[src/logic/rap_pkg.sv]
// Purpose: constants for the clock-unit config and auto power control block
// Assumes: 100 MHz core clock, 8-bit indexed configuration registers
// Notes:   long cycle counts are defaults for top-level parameters
//
// Contract
// - activate bit 0 enables clock; strap sets reset
// - range check answers reads 55h or AAh
// - base high: bits 7-4 zero, 3-0 writable
// - base low: bits 7-1 writable, bit 0 zero
// - irq level code, reset 08h, Fh-Dh invalid
// - irq type register reads constant 02h
// - battery flag set by switch, write-one clears
// - write one to bit 5 drops power request
// - write one enables reset, clears level reset
// - bit 2 picks level or edge reset
// - bit 1 picks 21 or 5 second delay
// - delay enable defers release after switch-off
// - ring input two rise activates when enabled
// - ring input one rise activates when enabled
// - detected ring activates request when enabled
// - ring detect: train over 16Hz or edge
// - switch-off event sets sticky status flag
// - level code zero drives no interrupt line
package rap_pkg;

  // register indexes
  localparam logic [7:0] RAP_IDX_ACTIVATE  = 8'h30;
  localparam logic [7:0] RAP_IDX_RANGE_CHK = 8'h31;
  localparam logic [7:0] RAP_IDX_BASE_HI   = 8'h60;
  localparam logic [7:0] RAP_IDX_BASE_LO   = 8'h61;
  localparam logic [7:0] RAP_IDX_IRQ_LVL   = 8'h70;
  localparam logic [7:0] RAP_IDX_IRQ_TYPE  = 8'h71;
  localparam logic [7:0] RAP_IDX_CFG_ONE   = 8'hF0;
  localparam logic [7:0] RAP_IDX_CFG_TWO   = 8'hF1;
  localparam logic [7:0] RAP_IDX_STATUS    = 8'hF2;

  // reset and fixed values
  localparam logic [7:0] RAP_BASE_HI_RST   = 8'h00;
  localparam logic [7:0] RAP_BASE_LO_RST   = 8'h70;
  localparam logic [3:0] RAP_IRQ_LVL_RST   = 4'h8;
  localparam logic [7:0] RAP_IRQ_TYPE_VAL  = 8'h02;
  localparam logic [7:0] RAP_CFG_RST       = 8'h00;
  localparam logic [7:0] RAP_RESP_SET      = 8'h55;
  localparam logic [7:0] RAP_RESP_CLR      = 8'hAA;
  localparam logic [3:0] RAP_IRQ_FIRST_BAD = 4'hD;

  // field positions, config one
  localparam int RAP_C1_BATT  = 7;
  localparam int RAP_C1_SWOFF = 5;
  localparam int RAP_C1_MASK  = 4;
  localparam int RAP_C1_PORCL = 3;
  localparam int RAP_C1_PORLV = 2;
  localparam int RAP_C1_DLY21 = 1;
  // field positions, config two
  localparam int RAP_C2_DLYEN = 6;
  localparam int RAP_C2_RI2EN = 5;
  localparam int RAP_C2_RI1EN = 4;
  localparam int RAP_C2_RNGEN = 3;
  localparam int RAP_C2_TRAIN = 2;
  // field positions, status
  localparam int RAP_ST_SWOFF = 5;
  localparam int RAP_ST_RI2   = 3;
  localparam int RAP_ST_RI1   = 2;
  localparam int RAP_ST_RING  = 1;
  // range check fields
  localparam int RAP_RC_EN    = 1;
  localparam int RAP_RC_PAT   = 0;

  // pin slots of the synchroniser bank
  localparam int RAP_PIN_N      = 7;
  localparam int RAP_PIN_RI1    = 0;
  localparam int RAP_PIN_RI2    = 1;
  localparam int RAP_PIN_RING_N = 2;
  localparam int RAP_PIN_SW_ON  = 3;
  localparam int RAP_PIN_SW_OFF = 4;
  localparam int RAP_PIN_BATT   = 5;
  localparam int RAP_PIN_STRAP  = 6;

  // timing
  localparam longint RAP_CLK_HZ      = 100_000_000;
  localparam longint RAP_DLY_SHORT_S = 5;
  localparam longint RAP_DLY_LONG_S  = 21;
  localparam longint RAP_RING_MIN_HZ = 16;
  localparam longint RAP_RING_DUR_MS = 190;
  localparam logic [31:0] RAP_DLY_SHORT_CYC = 32'(RAP_DLY_SHORT_S * RAP_CLK_HZ);
  localparam logic [31:0] RAP_DLY_LONG_CYC  = 32'(RAP_DLY_LONG_S * RAP_CLK_HZ);
  localparam logic [31:0] RAP_RING_GAP_CYC  = 32'(RAP_CLK_HZ / RAP_RING_MIN_HZ);
  localparam logic [31:0] RAP_RING_DUR_CYC  = 32'((RAP_RING_DUR_MS * RAP_CLK_HZ + 999) / 1000);

  // power request states
  typedef enum logic [1:0]
  {
    RAP_OFF  = 2'b00,
    RAP_ON   = 2'b01,
    RAP_HOLD = 2'b10
  } rap_pwr_t;

endpackage : rap_pkg

[src/logic/rap_ring_if.sv]
// Purpose: carries ring edge, mode and detection between top and detector
// Assumes: single clock domain
// Notes:   detect is a one-cycle pulse
`timescale 1ns/1ps
interface rap_ring_if;
  logic fall;
  logic train_mode;
  logic detect;

  modport det (input fall, input train_mode, output detect);
  modport ctl (output fall, output train_mode, input detect);
endinterface : rap_ring_if

[src/logic/rap_top.sv]
// Purpose: clock-unit configuration registers and auto power control
// Assumes: indexed config port and i/o read port are on clk_i, pins are not
// Notes:   power request and power-good reset outputs are active low
`timescale 1ns/1ps
module rap_top
#(
  parameter logic [31:0] DLY_SHORT_CYC = rap_pkg::RAP_DLY_SHORT_CYC,
  parameter logic [31:0] DLY_LONG_CYC  = rap_pkg::RAP_DLY_LONG_CYC,
  parameter logic [31:0] RING_GAP_CYC  = rap_pkg::RAP_RING_GAP_CYC,
  parameter logic [31:0] RING_DUR_CYC  = rap_pkg::RAP_RING_DUR_CYC
)
(
  // clock and reset
  input  wire logic        clk_i,
  input  wire logic        nrst_i,
  // indexed configuration port
  input  wire logic [7:0]  cfg_index_i,
  input  wire logic        cfg_wr_i,
  input  wire logic        cfg_rd_i,
  input  wire logic [7:0]  cfg_wdata_i,
  output logic      [7:0]  cfg_rdata_o,
  // host i/o reads for range check
  input  wire logic [15:0] io_addr_i,
  input  wire logic        io_rd_i,
  output logic             io_hit_o,
  output logic      [7:0]  io_rdata_o,
  // pins
  input  wire logic        ring_input_one_i,
  input  wire logic        ring_input_two_i,
  input  wire logic        ring_ind_n_i,
  input  wire logic        switch_on_i,
  input  wire logic        switch_off_i,
  input  wire logic        battery_switch_i,
  input  wire logic        strap_input_three_i,
  // outputs
  output logic             power_on_request_n_o,
  output logic             power_good_reset_n_o,
  output logic             clock_unit_enable_o,
  output logic      [3:0]  irq_level_o,
  output logic             irq_drive_o
);
  import rap_pkg::*;

  typedef struct packed
  {
    logic        rtc_en;
    logic [1:0]  range_chk;
    logic [3:0]  base_hi;
    logic [6:0]  base_lo;
    logic [3:0]  irq_lvl;
    logic        batt;
    logic        mask;
    logic        por_en;
    logic        por_lvl;
    logic        dly21;
    logic [4:0]  cfg2;
    logic [3:0]  stat;
    rap_pwr_t    st;
    logic [31:0] tmr;
    logic        pwr_n;
    logic        por_pend;
    logic        por_pulse;
    logic [7:0]  rdata;
    logic        io_hit;
    logic [7:0]  io_rdata;
  } rap_state_t;

  rap_state_t q, d;

  logic [RAP_PIN_N-1:0] pin_raw, pin_lvl, pin_rise, pin_fall;
  logic                 ri1_rise, ri2_rise, sw_on, sw_off, batt_ev, strap;
  logic                 wr_act, wr_c1, wr_c2, swoff_cmd, activate;
  logic [15:0]          base;
  logic [7:0]           c1_read, c2_read, st_read;

  // every pin passes two flops before use
  assign pin_raw = {strap_input_three_i, battery_switch_i, switch_off_i, switch_on_i,
                    ring_ind_n_i, ring_input_two_i, ring_input_one_i};

  genvar g;
  generate
    for (g = 0; g < RAP_PIN_N; g++)
    begin : g_sync
      rap_pin_sync u_sync
      (
        .clk_i  (clk_i),
        .pin_i  (pin_raw[g]),
        .lvl_o  (pin_lvl[g]),
        .rise_o (pin_rise[g]),
        .fall_o (pin_fall[g])
      );
    end
  endgenerate

  assign ri1_rise = pin_rise[RAP_PIN_RI1];
  assign ri2_rise = pin_rise[RAP_PIN_RI2];
  assign sw_on    = pin_rise[RAP_PIN_SW_ON];
  assign sw_off   = pin_rise[RAP_PIN_SW_OFF];
  assign batt_ev  = pin_rise[RAP_PIN_BATT];
  assign strap    = pin_lvl[RAP_PIN_STRAP];

  // ring detector sits behind the interface
  rap_ring_if ring_bus ();

  assign ring_bus.fall       = pin_fall[RAP_PIN_RING_N];
  assign ring_bus.train_mode = q.cfg2[RAP_C2_TRAIN-2];

  rap_ring_det
  #(
    .GAP_CYC (RING_GAP_CYC),
    .DUR_CYC (RING_DUR_CYC)
  )
  u_ring
  (
    .clk_i  (clk_i),
    .nrst_i (nrst_i),
    .ring   (ring_bus.det)
  );

  // decoded strobes and derived values
  assign wr_act    = cfg_wr_i && (cfg_index_i == RAP_IDX_ACTIVATE);
  assign wr_c1     = cfg_wr_i && (cfg_index_i == RAP_IDX_CFG_ONE);
  assign wr_c2     = cfg_wr_i && (cfg_index_i == RAP_IDX_CFG_TWO);
  assign swoff_cmd = wr_c1 && cfg_wdata_i[RAP_C1_SWOFF];
  assign base      = {4'h0, q.base_hi, q.base_lo, 1'b0};
  // mask lets only the switch-on event through
  assign activate  = sw_on
                   | (!q.mask && ri2_rise && q.cfg2[RAP_C2_RI2EN-2])
                   | (!q.mask && ri1_rise && q.cfg2[RAP_C2_RI1EN-2])
                   | (!q.mask && ring_bus.detect && q.cfg2[RAP_C2_RNGEN-2]);

  // readback images; write-only and reserved bits read zero
  assign c1_read = {q.batt, 2'b00, q.mask, q.por_en, q.por_lvl, q.dly21, 1'b0};
  assign c2_read = {1'b0, q.cfg2, 2'b00};
  assign st_read = {2'b00, q.stat[3], 1'b0, q.stat[2:0], 1'b0};

  // single next-state process for registers and power sequencing
  always_comb
  begin
    d           = q;
    d.por_pulse = 1'b0;

    // register writes
    if (wr_act)
      d.rtc_en = cfg_wdata_i[0];
    if (cfg_wr_i && cfg_index_i == RAP_IDX_RANGE_CHK)
      d.range_chk = cfg_wdata_i[1:0];
    if (cfg_wr_i && cfg_index_i == RAP_IDX_BASE_HI)
      d.base_hi = cfg_wdata_i[3:0];
    if (cfg_wr_i && cfg_index_i == RAP_IDX_BASE_LO)
      d.base_lo = cfg_wdata_i[7:1];
    // invalid codes are dropped so the line stays defined
    if (cfg_wr_i && cfg_index_i == RAP_IDX_IRQ_LVL && cfg_wdata_i[3:0] < RAP_IRQ_FIRST_BAD)
      d.irq_lvl = cfg_wdata_i[3:0];
    if (wr_c1)
    begin
      d.mask    = cfg_wdata_i[RAP_C1_MASK];
      d.por_lvl = cfg_wdata_i[RAP_C1_PORLV];
      d.dly21   = cfg_wdata_i[RAP_C1_DLY21];
      if (cfg_wdata_i[RAP_C1_BATT])
        d.batt = 1'b0;
      if (cfg_wdata_i[RAP_C1_PORCL])
      begin
        d.por_en   = 1'b1;
        d.por_pend = 1'b0;
      end
    end
    if (wr_c2)
      d.cfg2 = cfg_wdata_i[RAP_C2_DLYEN:RAP_C2_TRAIN];

    // status clears on read; a new event below still wins
    if (cfg_rd_i && cfg_index_i == RAP_IDX_STATUS)
      d.stat = 4'h0;
    if (batt_ev)
      d.batt = 1'b1;
    if (sw_off)
      d.stat[3] = 1'b1;
    if (ri2_rise)
      d.stat[2] = 1'b1;
    if (ri1_rise)
      d.stat[1] = 1'b1;
    if (ring_bus.detect)
      d.stat[0] = 1'b1;

    // power request sequencing; software off has top priority
    case (q.st)
      RAP_OFF:
      begin
        if (activate && !swoff_cmd)
          d.st = RAP_ON;
      end
      RAP_ON:
      begin
        if (swoff_cmd)
          d.st = RAP_OFF;
        else if (sw_off && q.cfg2[RAP_C2_DLYEN-2])
        begin
          d.st  = RAP_HOLD;
          d.tmr = (q.dly21 ? DLY_LONG_CYC : DLY_SHORT_CYC) - 32'd1;
        end
        else if (sw_off)
          d.st = RAP_OFF;
      end
      RAP_HOLD:
      begin
        if (swoff_cmd)
          d.st = RAP_OFF;
        else if (activate)
          d.st = RAP_ON;
        else if (q.tmr == 32'd0)
          d.st = RAP_OFF;
        else
          d.tmr = q.tmr - 32'd1;
      end
      default:
      begin
        d.st = RAP_OFF;
      end
    endcase
    d.pwr_n = (d.st == RAP_OFF);

    // power-good reset fires as the request turns on
    if (q.st == RAP_OFF && d.st == RAP_ON && q.por_en)
    begin
      if (q.por_lvl)
        d.por_pend = 1'b1;
      else
        d.por_pulse = 1'b1;
    end

    // config readback, one cycle after the read strobe
    case (cfg_index_i)
      RAP_IDX_ACTIVATE:  d.rdata = {7'h00, q.rtc_en};
      RAP_IDX_RANGE_CHK: d.rdata = {6'h00, q.range_chk};
      RAP_IDX_BASE_HI:   d.rdata = base[15:8];
      RAP_IDX_BASE_LO:   d.rdata = base[7:0];
      RAP_IDX_IRQ_LVL:   d.rdata = {4'h0, q.irq_lvl};
      RAP_IDX_IRQ_TYPE:  d.rdata = RAP_IRQ_TYPE_VAL;
      RAP_IDX_CFG_ONE:   d.rdata = c1_read;
      RAP_IDX_CFG_TWO:   d.rdata = c2_read;
      RAP_IDX_STATUS:    d.rdata = st_read;
      default:           d.rdata = 8'h00;
    endcase
    if (!cfg_rd_i)
      d.rdata = 8'h00;

    // range check answers reads of the two-byte window
    d.io_hit   = io_rd_i && q.range_chk[RAP_RC_EN] && (io_addr_i[15:1] == base[15:1]);
    d.io_rdata = !d.io_hit ? 8'h00 : (q.range_chk[RAP_RC_PAT] ? RAP_RESP_SET : RAP_RESP_CLR);

    if (!nrst_i)
    begin
      d         = '0;
      d.rtc_en  = strap;
      d.base_hi = RAP_BASE_HI_RST[3:0];
      d.base_lo = RAP_BASE_LO_RST[7:1];
      d.irq_lvl = RAP_IRQ_LVL_RST;
      d.st      = RAP_OFF;
      d.pwr_n   = 1'b1;
    end
  end

  always_ff @(posedge clk_i)
  begin
    q <= d;
  end

  // outputs from flops; power-good reset and irq drive pass through gates
  assign cfg_rdata_o          = q.rdata;
  assign io_hit_o             = q.io_hit;
  assign io_rdata_o           = q.io_rdata;
  assign power_on_request_n_o = q.pwr_n;
  assign power_good_reset_n_o = ~(q.por_pend | q.por_pulse);
  assign clock_unit_enable_o  = q.rtc_en;
  assign irq_level_o          = q.irq_lvl;
  assign irq_drive_o          = q.rtc_en && (q.irq_lvl != 4'h0);
endmodule : rap_top

[src/logic/rap_pin_sync.sv]
// Purpose: two-flop synchroniser with edge pulses for one pin
// Assumes: pin is asynchronous to clk_i
// Notes:   stages carry no reset so a strap is valid during reset
`timescale 1ns/1ps
module rap_pin_sync
(
  // clock
  input  wire logic clk_i,
  // pin
  input  wire logic pin_i,
  // synchronised level and edges
  output logic      lvl_o,
  output logic      rise_o,
  output logic      fall_o
);
  typedef struct packed
  {
    logic s1;
    logic s2;
    logic s3;
  } rap_sync_t;

  rap_sync_t q, d;

  // first stage feeds only the second
  always_comb
  begin
    d    = q;
    d.s1 = pin_i;
    d.s2 = q.s1;
    d.s3 = q.s2;
  end

  always_ff @(posedge clk_i)
  begin
    q <= d;
  end

  assign lvl_o  = q.s2;
  assign rise_o = q.s2 & ~q.s3;
  assign fall_o = ~q.s2 & q.s3;
endmodule : rap_pin_sync

[src/logic/rap_ring_det.sv]
// Purpose: ring detection, single falling edge or sustained pulse train
// Assumes: fall is a synchronised one-cycle pulse
// Notes:   after a train detection the detector re-arms on the next edge
`timescale 1ns/1ps
module rap_ring_det
#(
  parameter logic [31:0] GAP_CYC = 32'd6250000,
  parameter logic [31:0] DUR_CYC = 32'd19000000
)
(
  // clock and reset
  input  wire logic clk_i,
  input  wire logic nrst_i,
  // ring signals
  rap_ring_if.det   ring
);
  typedef struct packed
  {
    logic        active;
    logic [31:0] gap;
    logic [31:0] run;
    logic        det;
  } rap_ring_t;

  rap_ring_t q, d;

  // gap watches the edge rate, run the train length
  always_comb
  begin
    d     = q;
    d.det = 1'b0;
    if (!ring.train_mode)
    begin
      d.active = 1'b0;
      d.det    = ring.fall;
    end
    else
    begin
      if (q.active)
      begin
        d.gap = q.gap + 32'd1;
        d.run = q.run + 32'd1;
        if (q.gap >= GAP_CYC - 32'd1)
          d.active = 1'b0; // rate fell to 16 Hz or below
      end
      if (ring.fall)
      begin
        d.gap = 32'd0;
        if (!q.active)
        begin
          d.active = 1'b1;
          d.run    = 32'd0;
        end
      end
      if (q.active && q.run >= DUR_CYC - 32'd1)
      begin
        d.det    = 1'b1;
        d.active = 1'b0;
      end
    end
    if (!nrst_i)
      d = '0;
  end

  always_ff @(posedge clk_i)
  begin
    q <= d;
  end

  assign ring.detect = q.det;
endmodule : rap_ring_det

[config.mk]
export PLATFORM = sky130hd
export DESIGN_NAME = rap_top
export DESIGN_NICKNAME = d
export VERILOG_FILES = /design/src/logic/rap_pkg.sv /design/src/logic/rap_ring_if.sv /design/src/logic/rap_top.sv /design/src/logic/rap_pin_sync.sv /design/src/logic/rap_ring_det.sv
export SDC_FILE = /design/constraint.sdc
export NUM_CORES = 1
export LEC_CHECK = 0
export ABC_AREA = 0
export ABC_CLOCK_PERIOD_IN_PS = 2200
export BUFFER_PORTS_ARGS = -buffer_cell sky130_fd_sc_hd__buf_2
export CAP_MARGIN = 10
export CORE_MARGIN = 2
export CORE_UTILIZATION = 40
export CTS_CLUSTER_SIZE = 16
export DETAILED_ROUTE_END_ITERATION = 10
export PLACE_DENSITY = 0.61
export SYNTH_ARGS = -nofsm -noshare
export SYNTH_HDL_FRONTEND = slang
export SYNTH_SLANG_ARGS = --single-unit
[constraint.sdc]
create_clock -name clk_i -period 2.2 [get_ports clk_i]
set_input_delay 0.11 -clock clk_i [delete_from_list [all_inputs] [get_ports clk_i]]
set_output_delay 0.11 -clock clk_i [all_outputs]
set_load 0.03 [all_outputs]
==> flow_metrics.tcl, run 1 <==
set metrics [dict create \
    synth_cell_types 76 \
    hold_viol 0 \
    switching_share 0.227 \
    startpoint_type "flip-flop" \
    cts_buffer_depth 2 \
    clk_pin_slew_ns 0.07 \
    fmax_ghz 0.447 \
    grt_max_degree 52 \
    pwr-share-seq 0.479 \
    holdCritStartpoint "cfg_wdata_i[2]" \
    tightestPinTransition_ns 0.666 \
    syn2layout_area_growth_pct 26.4 \
    drc_errors 0 \
    ant_nets 0 \
    cts.sinks 166 \
    worst-r2r-setup-slack_ns -0.04 \
    rows 51 \
    start_util 0.405 \
    drive_gt1_frac 0.247 \
    internal-power_mw 4.93 \
    ys.flop_type "dfxtp_1" \
    viasPerCell 5.33 \
    grt_usage 0.196 \
    endpoint_kind "flip-flop" \
    worst-r2r-cell-count 5 \
    violations "setup timing" \
    synth_async_sr_flop_share 0 \
    synth_warnings 0 \
    placed_area_um2 8970 \
    timing.rr.end "q[41]$_SDFFE_PN0P_" \
    worstReg2RegStart "q[28]$_SDFFE_PN0P_" \
    finalWirelength_um 20200 \
    ir_worst_vdd_uv 557 \
    tritoncts "yes" \
    fin_crit_sh 1.02 \
    wl_per_cell_um 15.0 \
    final_cell_area_um2 9940 \
    grt_pass1_wl_um 32500 \
    fin_util 0.512 \
    slew_headroom 0.555 \
    worstPathRequired_ns 2.50 \
    ys_seq_elements 166 \
    cts_max_level 4 \
    diodes 0 \
    cts_root_buffer "clkbuf_16" \
    finalMaxSlewViolations 0 \
    pwr-share-clk 0.482 \
    min-delay-path-class "input pin to flip-flop" \
    stdcell_count 1348 \
    drtIter0Drc 422 \
    min_path_cells 3 \
    setup_viol 3 \
    worst_slack_ns -0.0359 \
    grt_setup_unrepaired "yes" \
    numCtsBuffers 17 \
    grt_pass1_vias 6497 \
    holdWs_ns 0.0178 \
    power.total_mw 6.37 \
    gp_congestion 0.830 \
    syn_nets 978 \
    antenna_found_initial 0 \
    synth_edf_count 1 \
    status "finished with violations" \
    skew_ns 0.0133 \
    syn_area_um2 7860 \
    die_height_um 144 \
    cp.arrival_ns 2.54 \
    die_x_um 144 \
    numPortBuffers 67 \
    critical_path.max_fanout 6 \
    power_leakage_nw 3.81 \
    syn_inst 930 \
    hpwl_um 14000 \
    die_area_um2 20800 \
    finalCriticalPeriod_ns 2.24 \
    pin_count 69 \
    hold_path_end "c2_read[2]$_SDFFE_PN0P_" \
    crit_type "flip-flop to flip-flop" \
    dr.pass1.iters 4 \
    clock_latency_ns 0.43 \
    synth_seq_area_share 0.424 \
    p_comb_frac 0.039 \
    powerDensity_nw_per_um2 641 \
    core_um2 19400 \
    grt_overflow 0 \
    power.switching_mw 1.45 \
    avgSynthCellArea_um2 8.46 \
    dp.cells 1296 \
    vias 7185 \
    maxCapViolations 0 \
    fin_nets 1118 \
]
[power by group through the flow]
| stage | clock network, mW | registers (mW) | logic [mW] |
|---|---|---|---|
| CTS | 3.14 | 3.05 | 0.239 |
| global route | 3.27 | 3.06 | 0.269 |
| floorplan | 0 | 3.12 | 0.110 |
| global placement | 0 | 3.12 | 0.218 |
| finish | 3.07 | 3.05 | 0.249 |
| detailed placement | 0 | 3.12 | 0.219 |
[repair_timing]
action,in CTS,in global routing
gates resized for setup,10,31
pin swaps,3,12
hold buffers,14,0
endpoints found under the setup margin,22,33
hold endpoints to repair,19,0
setup buffers,4,2
[Yosys cell counts (all sizes together) (3+ instances only)]
| master | instances | share of area |
|---|---|---|
| xnor2 | 28 | 0.031 |
| clkbuf | 32 | 0.015 |
| nand3b | 3 | 0.0029 |
| nand3 | 62 | 0.039 |
| nor4b | 4 | 0.0045 |
| nor2b | 12 | 0.0095 |
| a21oi | 52 | 0.033 |
| nor3b | 4 | 0.0051 |
| or2 | 9 | 0.0075 |
| a211o | 4 | 0.0045 |
| or3 | 24 | 0.019 |
| a21boi | 4 | 0.0038 |
| ha | 4 | 0.0064 |
| or4 | 15 | 0.015 |
| dfxtp | 165 | 0.42 |
| mux2 | 9 | 0.013 |
| buf | 28 | 0.025 |
| a22oi | 11 | 0.011 |
| nand4 | 21 | 0.017 |
| a211oi | 4 | 0.0038 |
| inv | 11 | 0.0053 |
| o311ai | 5 | 0.0056 |
| and3 | 16 | 0.013 |
| a2111o | 3 | 0.0043 |
| a31oi | 12 | 0.010 |
| o31a | 5 | 0.0056 |
| and2 | 15 | 0.012 |
| nand4b | 3 | 0.0033 |
| o21a | 4 | 0.0038 |
| nor4 | 17 | 0.019 |
| nor3 | 22 | 0.015 |
| o31ai | 7 | 0.0067 |
| nor2 | 109 | 0.052 |
| o21ai | 33 | 0.021 |
| o211ai | 12 | 0.011 |
| mux2i | 21 | 0.027 |
| nand2 | 93 | 0.045 |
| xor2 | 14 | 0.016 |
| and4 | 5 | 0.0056 |
[how the worst max path moves through the flow]
stage	cells past startpoint	end	slack, ns	startpoint
floorplan	10	q[50]$_SDFFE_PN0P_	-0.09	q[53]$_SDFF_PN0_
global placement	6	q[28]$_SDFFE_PN0P_	-0.10	q[31]$_SDFFE_PN0P_
detailed placement	6	q[28]$_SDFFE_PN0P_	-0.12	q[31]$_SDFFE_PN0P_
CTS	7	q[36]$_SDFFE_PN0P_	-0.03	q[26]$_SDFFE_PN0P_
global route	5	q[41]$_SDFFE_PN0P_	-0.1	q[28]$_SDFFE_PN0P_
finish	5	q[41]$_SDFFE_PN0P_	-0.04	q[28]$_SDFFE_PN0P_
[metal layers]
layer / routed length [um] / track usage
met5: 0 / 0
met4: 320 / 0.0598
met3: 831 / 0.0450
met2: 9250 / 0.309
met1: 9850 / 0.267
[sequential cells by signal (all words and copies together) (netlist names), 2 cells and up]
signal and count:
q 42, cfg_rdata_o 8, irq_level_o 4, g_sync.u_sync.q 6
u_ring.q 65, g_sync.u_sync.d 7, io_rdata_o 2, c2_read 5
c1_read 5, g_sync.u_sync.lvl_o 7, base 11
[layout by cell type, fill, tap and decap left out, types with 8 or more instances in the layout]
| cell | n |
|---|---|
| nand3_1 | 59 |
| inv_1 | 10 |
| a21oi_1 | 52 |
| nor2b_1 | 9 |
| or4_4 | 8 |
| o211ai_1 | 12 |
| nor4_1 | 8 |
| a31oi_1 | 11 |
| nor3_1 | 19 |
| dlygate4sd3_1 | 14 |
| buf_2 | 67 |
| xor2_1 | 14 |
| o21ai_0 | 31 |
| clkbuf_16 | 17 |
| nor2_1 | 108 |
| a22oi_1 | 11 |
| and3_1 | 16 |
| buf_4 | 96 |
| or3_1 | 23 |
| xnor2_1 | 27 |
| dfxtp_1 | 162 |
| mux2_2 | 9 |
| and2_1 | 14 |
| nand4_1 | 21 |
| nand2_1 | 89 |
| mux2i_1 | 21 |
[cells by family (layout without fill, tap and decap cells)]
family | Yosys count | count (layout) | synth area share
and+or+nand+nor | 439 | 439 | 0.289
adders and majority gates | 4 | 4 | 0.00636
DFF | 166 | 166 | 0.424
AOI/OAI and AO/OA | 177 | 177 | 0.148
muxes | 30 | 30 | 0.0396
buffers and inverters | 72 | 225 | 0.0461
xor gates and xnor gates | 42 | 42 | 0.0468
[worst max-delay path, stage by stage, from the launching register on]
cell,delay (ns)
dfxtp_1,0.31
or4_4,0.59
or4_4,0.57
o311a_1,0.32
a211oi_2,0.22
o32ai_2,0.10
[stage by stage]
stage / setup TNS (ns) / setup slack, ns
floorplan: -0.184 / -0.0894
finish: -0.0747 / -0.0359
global route: -1.01 / -0.0959
detailed placement: -0.656 / -0.118
CTS: -0.0588 / -0.0293
global placement: -0.281 / -0.104
[cell type report]
| cell class | count | area (um^2) |
|---|---|---|
| Fill cell | 1840 | 9460 |
| Multi-Input combinational cell | 692 | 4380 |
| Sequential cell | 166 | 3340 |
| Timing Repair Buffer | 181 | 1240 |
| Clock buffer | 20 | 467 |
| Tap cell | 265 | 332 |
| Clock inverter | 12 | 140 |
| Inverter | 12 | 47.5 |
Power figures use the tool's default switching activity.
==> run 2, diff against run 1 <==
Settings changed: CORE_UTILIZATION 40 to 33, PLACE_DENSITY 0.61 to 0.53.
==> flow_metrics.tcl, run 2 (same netlist as run 1, synthesis figures left out) <==
set metrics [dict create \
    fin_nets 1122 \
    cts.sinks 166 \
    cts_buffer_depth 2 \
    rows 56 \
    layout_commonest_cell "dfxtp_1" \
    finalMaxSlewViolations 0 \
    vias 7153 \
    worst-r2r-setup-slack_ns -0.03 \
    grt_pass1_wl_um 33300 \
    powerDensity_nw_per_um2 624 \
    skew_ns 0.0146 \
    drtIter0Drc 403 \
    cts_max_level 4 \
    status "finished with violations" \
    power_leakage_nw 3.79 \
    place_ws_ns -0.0853 \
    dr.pass1.iters 5 \
    critical_path.max_fanout 7 \
    crit_start "q[28]$_SDFFE_PN0P_" \
    grt_pass1_vias 6675 \
    worst-r2r-cell-count 7 \
    min-delay-path-class "input pin to flip-flop" \
    cts_root_buffer "clkbuf_16" \
    start_util 0.336 \
    numCtsBuffers 17 \
    ir_worst_vdd_uv 443 \
    maxCapViolations 0 \
    tritoncts "yes" \
    wl_per_cell_um 15.0 \
    gp_congestion 0.796 \
    worstReg2RegStart "q[28]$_SDFFE_PN0P_" \
    timing.rr.end "q[36]$_SDFFE_PN0P_" \
    ant_nets 0 \
    final_cell_area_um2 10000 \
    placed_area_um2 9050 \
    grt_max_degree 72 \
    grt_setup_unrepaired "yes" \
    viasPerCell 5.09 \
    worstPathRequired_ns 2.52 \
    fmax_ghz 0.448 \
    pin_count 69 \
    tightestPinTransition_ns 0.754 \
    grt_overflow 0 \
    min_path_cells 3 \
    diodes 0 \
    slew_headroom 0.495 \
    die_area_um2 25100 \
    antenna_found_initial 0 \
    numPortBuffers 67 \
    clock_latency_ns 0.43 \
    crit_chain "or4_4 -> or2_4 -> nor4_4 -> buf_4 -> inv_2 -> or4_1 -> and3_4" \
    cp.arrival_ns 2.55 \
    fin_setup_tns_ns -0.0396 \
    drc_errors 0 \
    crit_type "flip-flop to flip-flop" \
    fin_crit_sh 1.01 \
    final_cell_mix "161 x dfxtp_1, 108 x nor2_1, 93 x buf_4" \
    die_x_um 158 \
    finalCriticalPeriod_ns 2.23 \
    fillers 2421 \
    violations "setup timing" \
    setup_viol 3 \
    crit_path_max_incr_delay_ns 0.59 \
    endpoint_kind "flip-flop" \
    syn2layout_area_growth_pct 27.7 \
    die_height_um 158 \
    worst_slack_ns -0.0298 \
    finalWirelength_um 21100 \
    crit_path_end "q[36]$_SDFFE_PN0P_" \
    top_register "u_ring.q" \
    hold_viol 0 \
    clk_pin_slew_ns 0.08 \
    grt_usage 0.166 \
    core_um2 23400 \
    largest_reg_flops 65 \
    startpoint_type "flip-flop" \
    slowest_stage "or4_4" \
    drive_gt1_frac 0.242 \
    hpwl_um 14600 \
]
[run 2: timing repair]
action	in CTS	in global routing
pin swaps	5	8
endpoints found under the hold margin	20	0
buffers inserted	6	2
endpoints found under the setup margin	18	31
hold buffers	20	0
resized for setup	10	25
[run 2: worst min-delay path by stage]
stage                              from                             to
CTS                      cfg_wdata_i[1]           base[1]$_SDFFE_PN0P_
global route             cfg_wdata_i[2]           base[2]$_SDFFE_PN0P_
floorplan              ring_input_one_i  g_sync[0].u_sync.d[1]$_DFF_P_
finish                   cfg_wdata_i[1]           base[1]$_SDFFE_PN0P_
detailed placement         ring_ind_n_i  g_sync[2].u_sync.d[1]$_DFF_P_
global placement    strap_input_three_i  g_sync[6].u_sync.d[1]$_DFF_P_
[run 2: power by group]
part | total [mW] | switching, mW | internal, mW | leakage [nW]
registers | 3.05 | 0.0151 | 3.04 | 1.35
logic | 0.255 | 0.144 | 0.111 | 2.16
clock network | 2.96 | 1.33 | 1.63 | 0.281
[run 2: layout make-up]
cell class | instances | area (um^2) | share of cell area
timing repair buffer | 185 | 1320 | 0.131
inverter | 12 | 45.0 | 0.00449
sequential | 166 | 3340 | 0.333
multi-input combinational | 692 | 4360 | 0.434
clock buffer | 19 | 443 | 0.0441
clock inverter | 13 | 136 | 0.0136
tap | 319 | 399 | 0.0398
[run 2: worst max-delay path: cells and delay by family (launching register included)]
family,cells,cell delay (ns)
buf+inv,2,0.22
simple gates,5,1.59
flops,1,0.31
[run 2: per-layer routing]
layer,GRT usage,part of all wire
met1,0.227,0.49
met2,0.270,0.46
met3,0.0286,0.044
met4,0.0472,0.012
met5,0,0
[run 2: through the flow]
stage               hold WS (ns)  std cells  total power [mW]  utilization
CTS                       0.0113       1404              6.33        0.423
finish                    0.0273       1406              6.27        0.429
detailed placement         0.214       1346              3.35        0.387
global route              0.0170       1406              6.50        0.429
global placement           0.214       1346              3.35        0.387
floorplan                  0.138        930              3.23            -
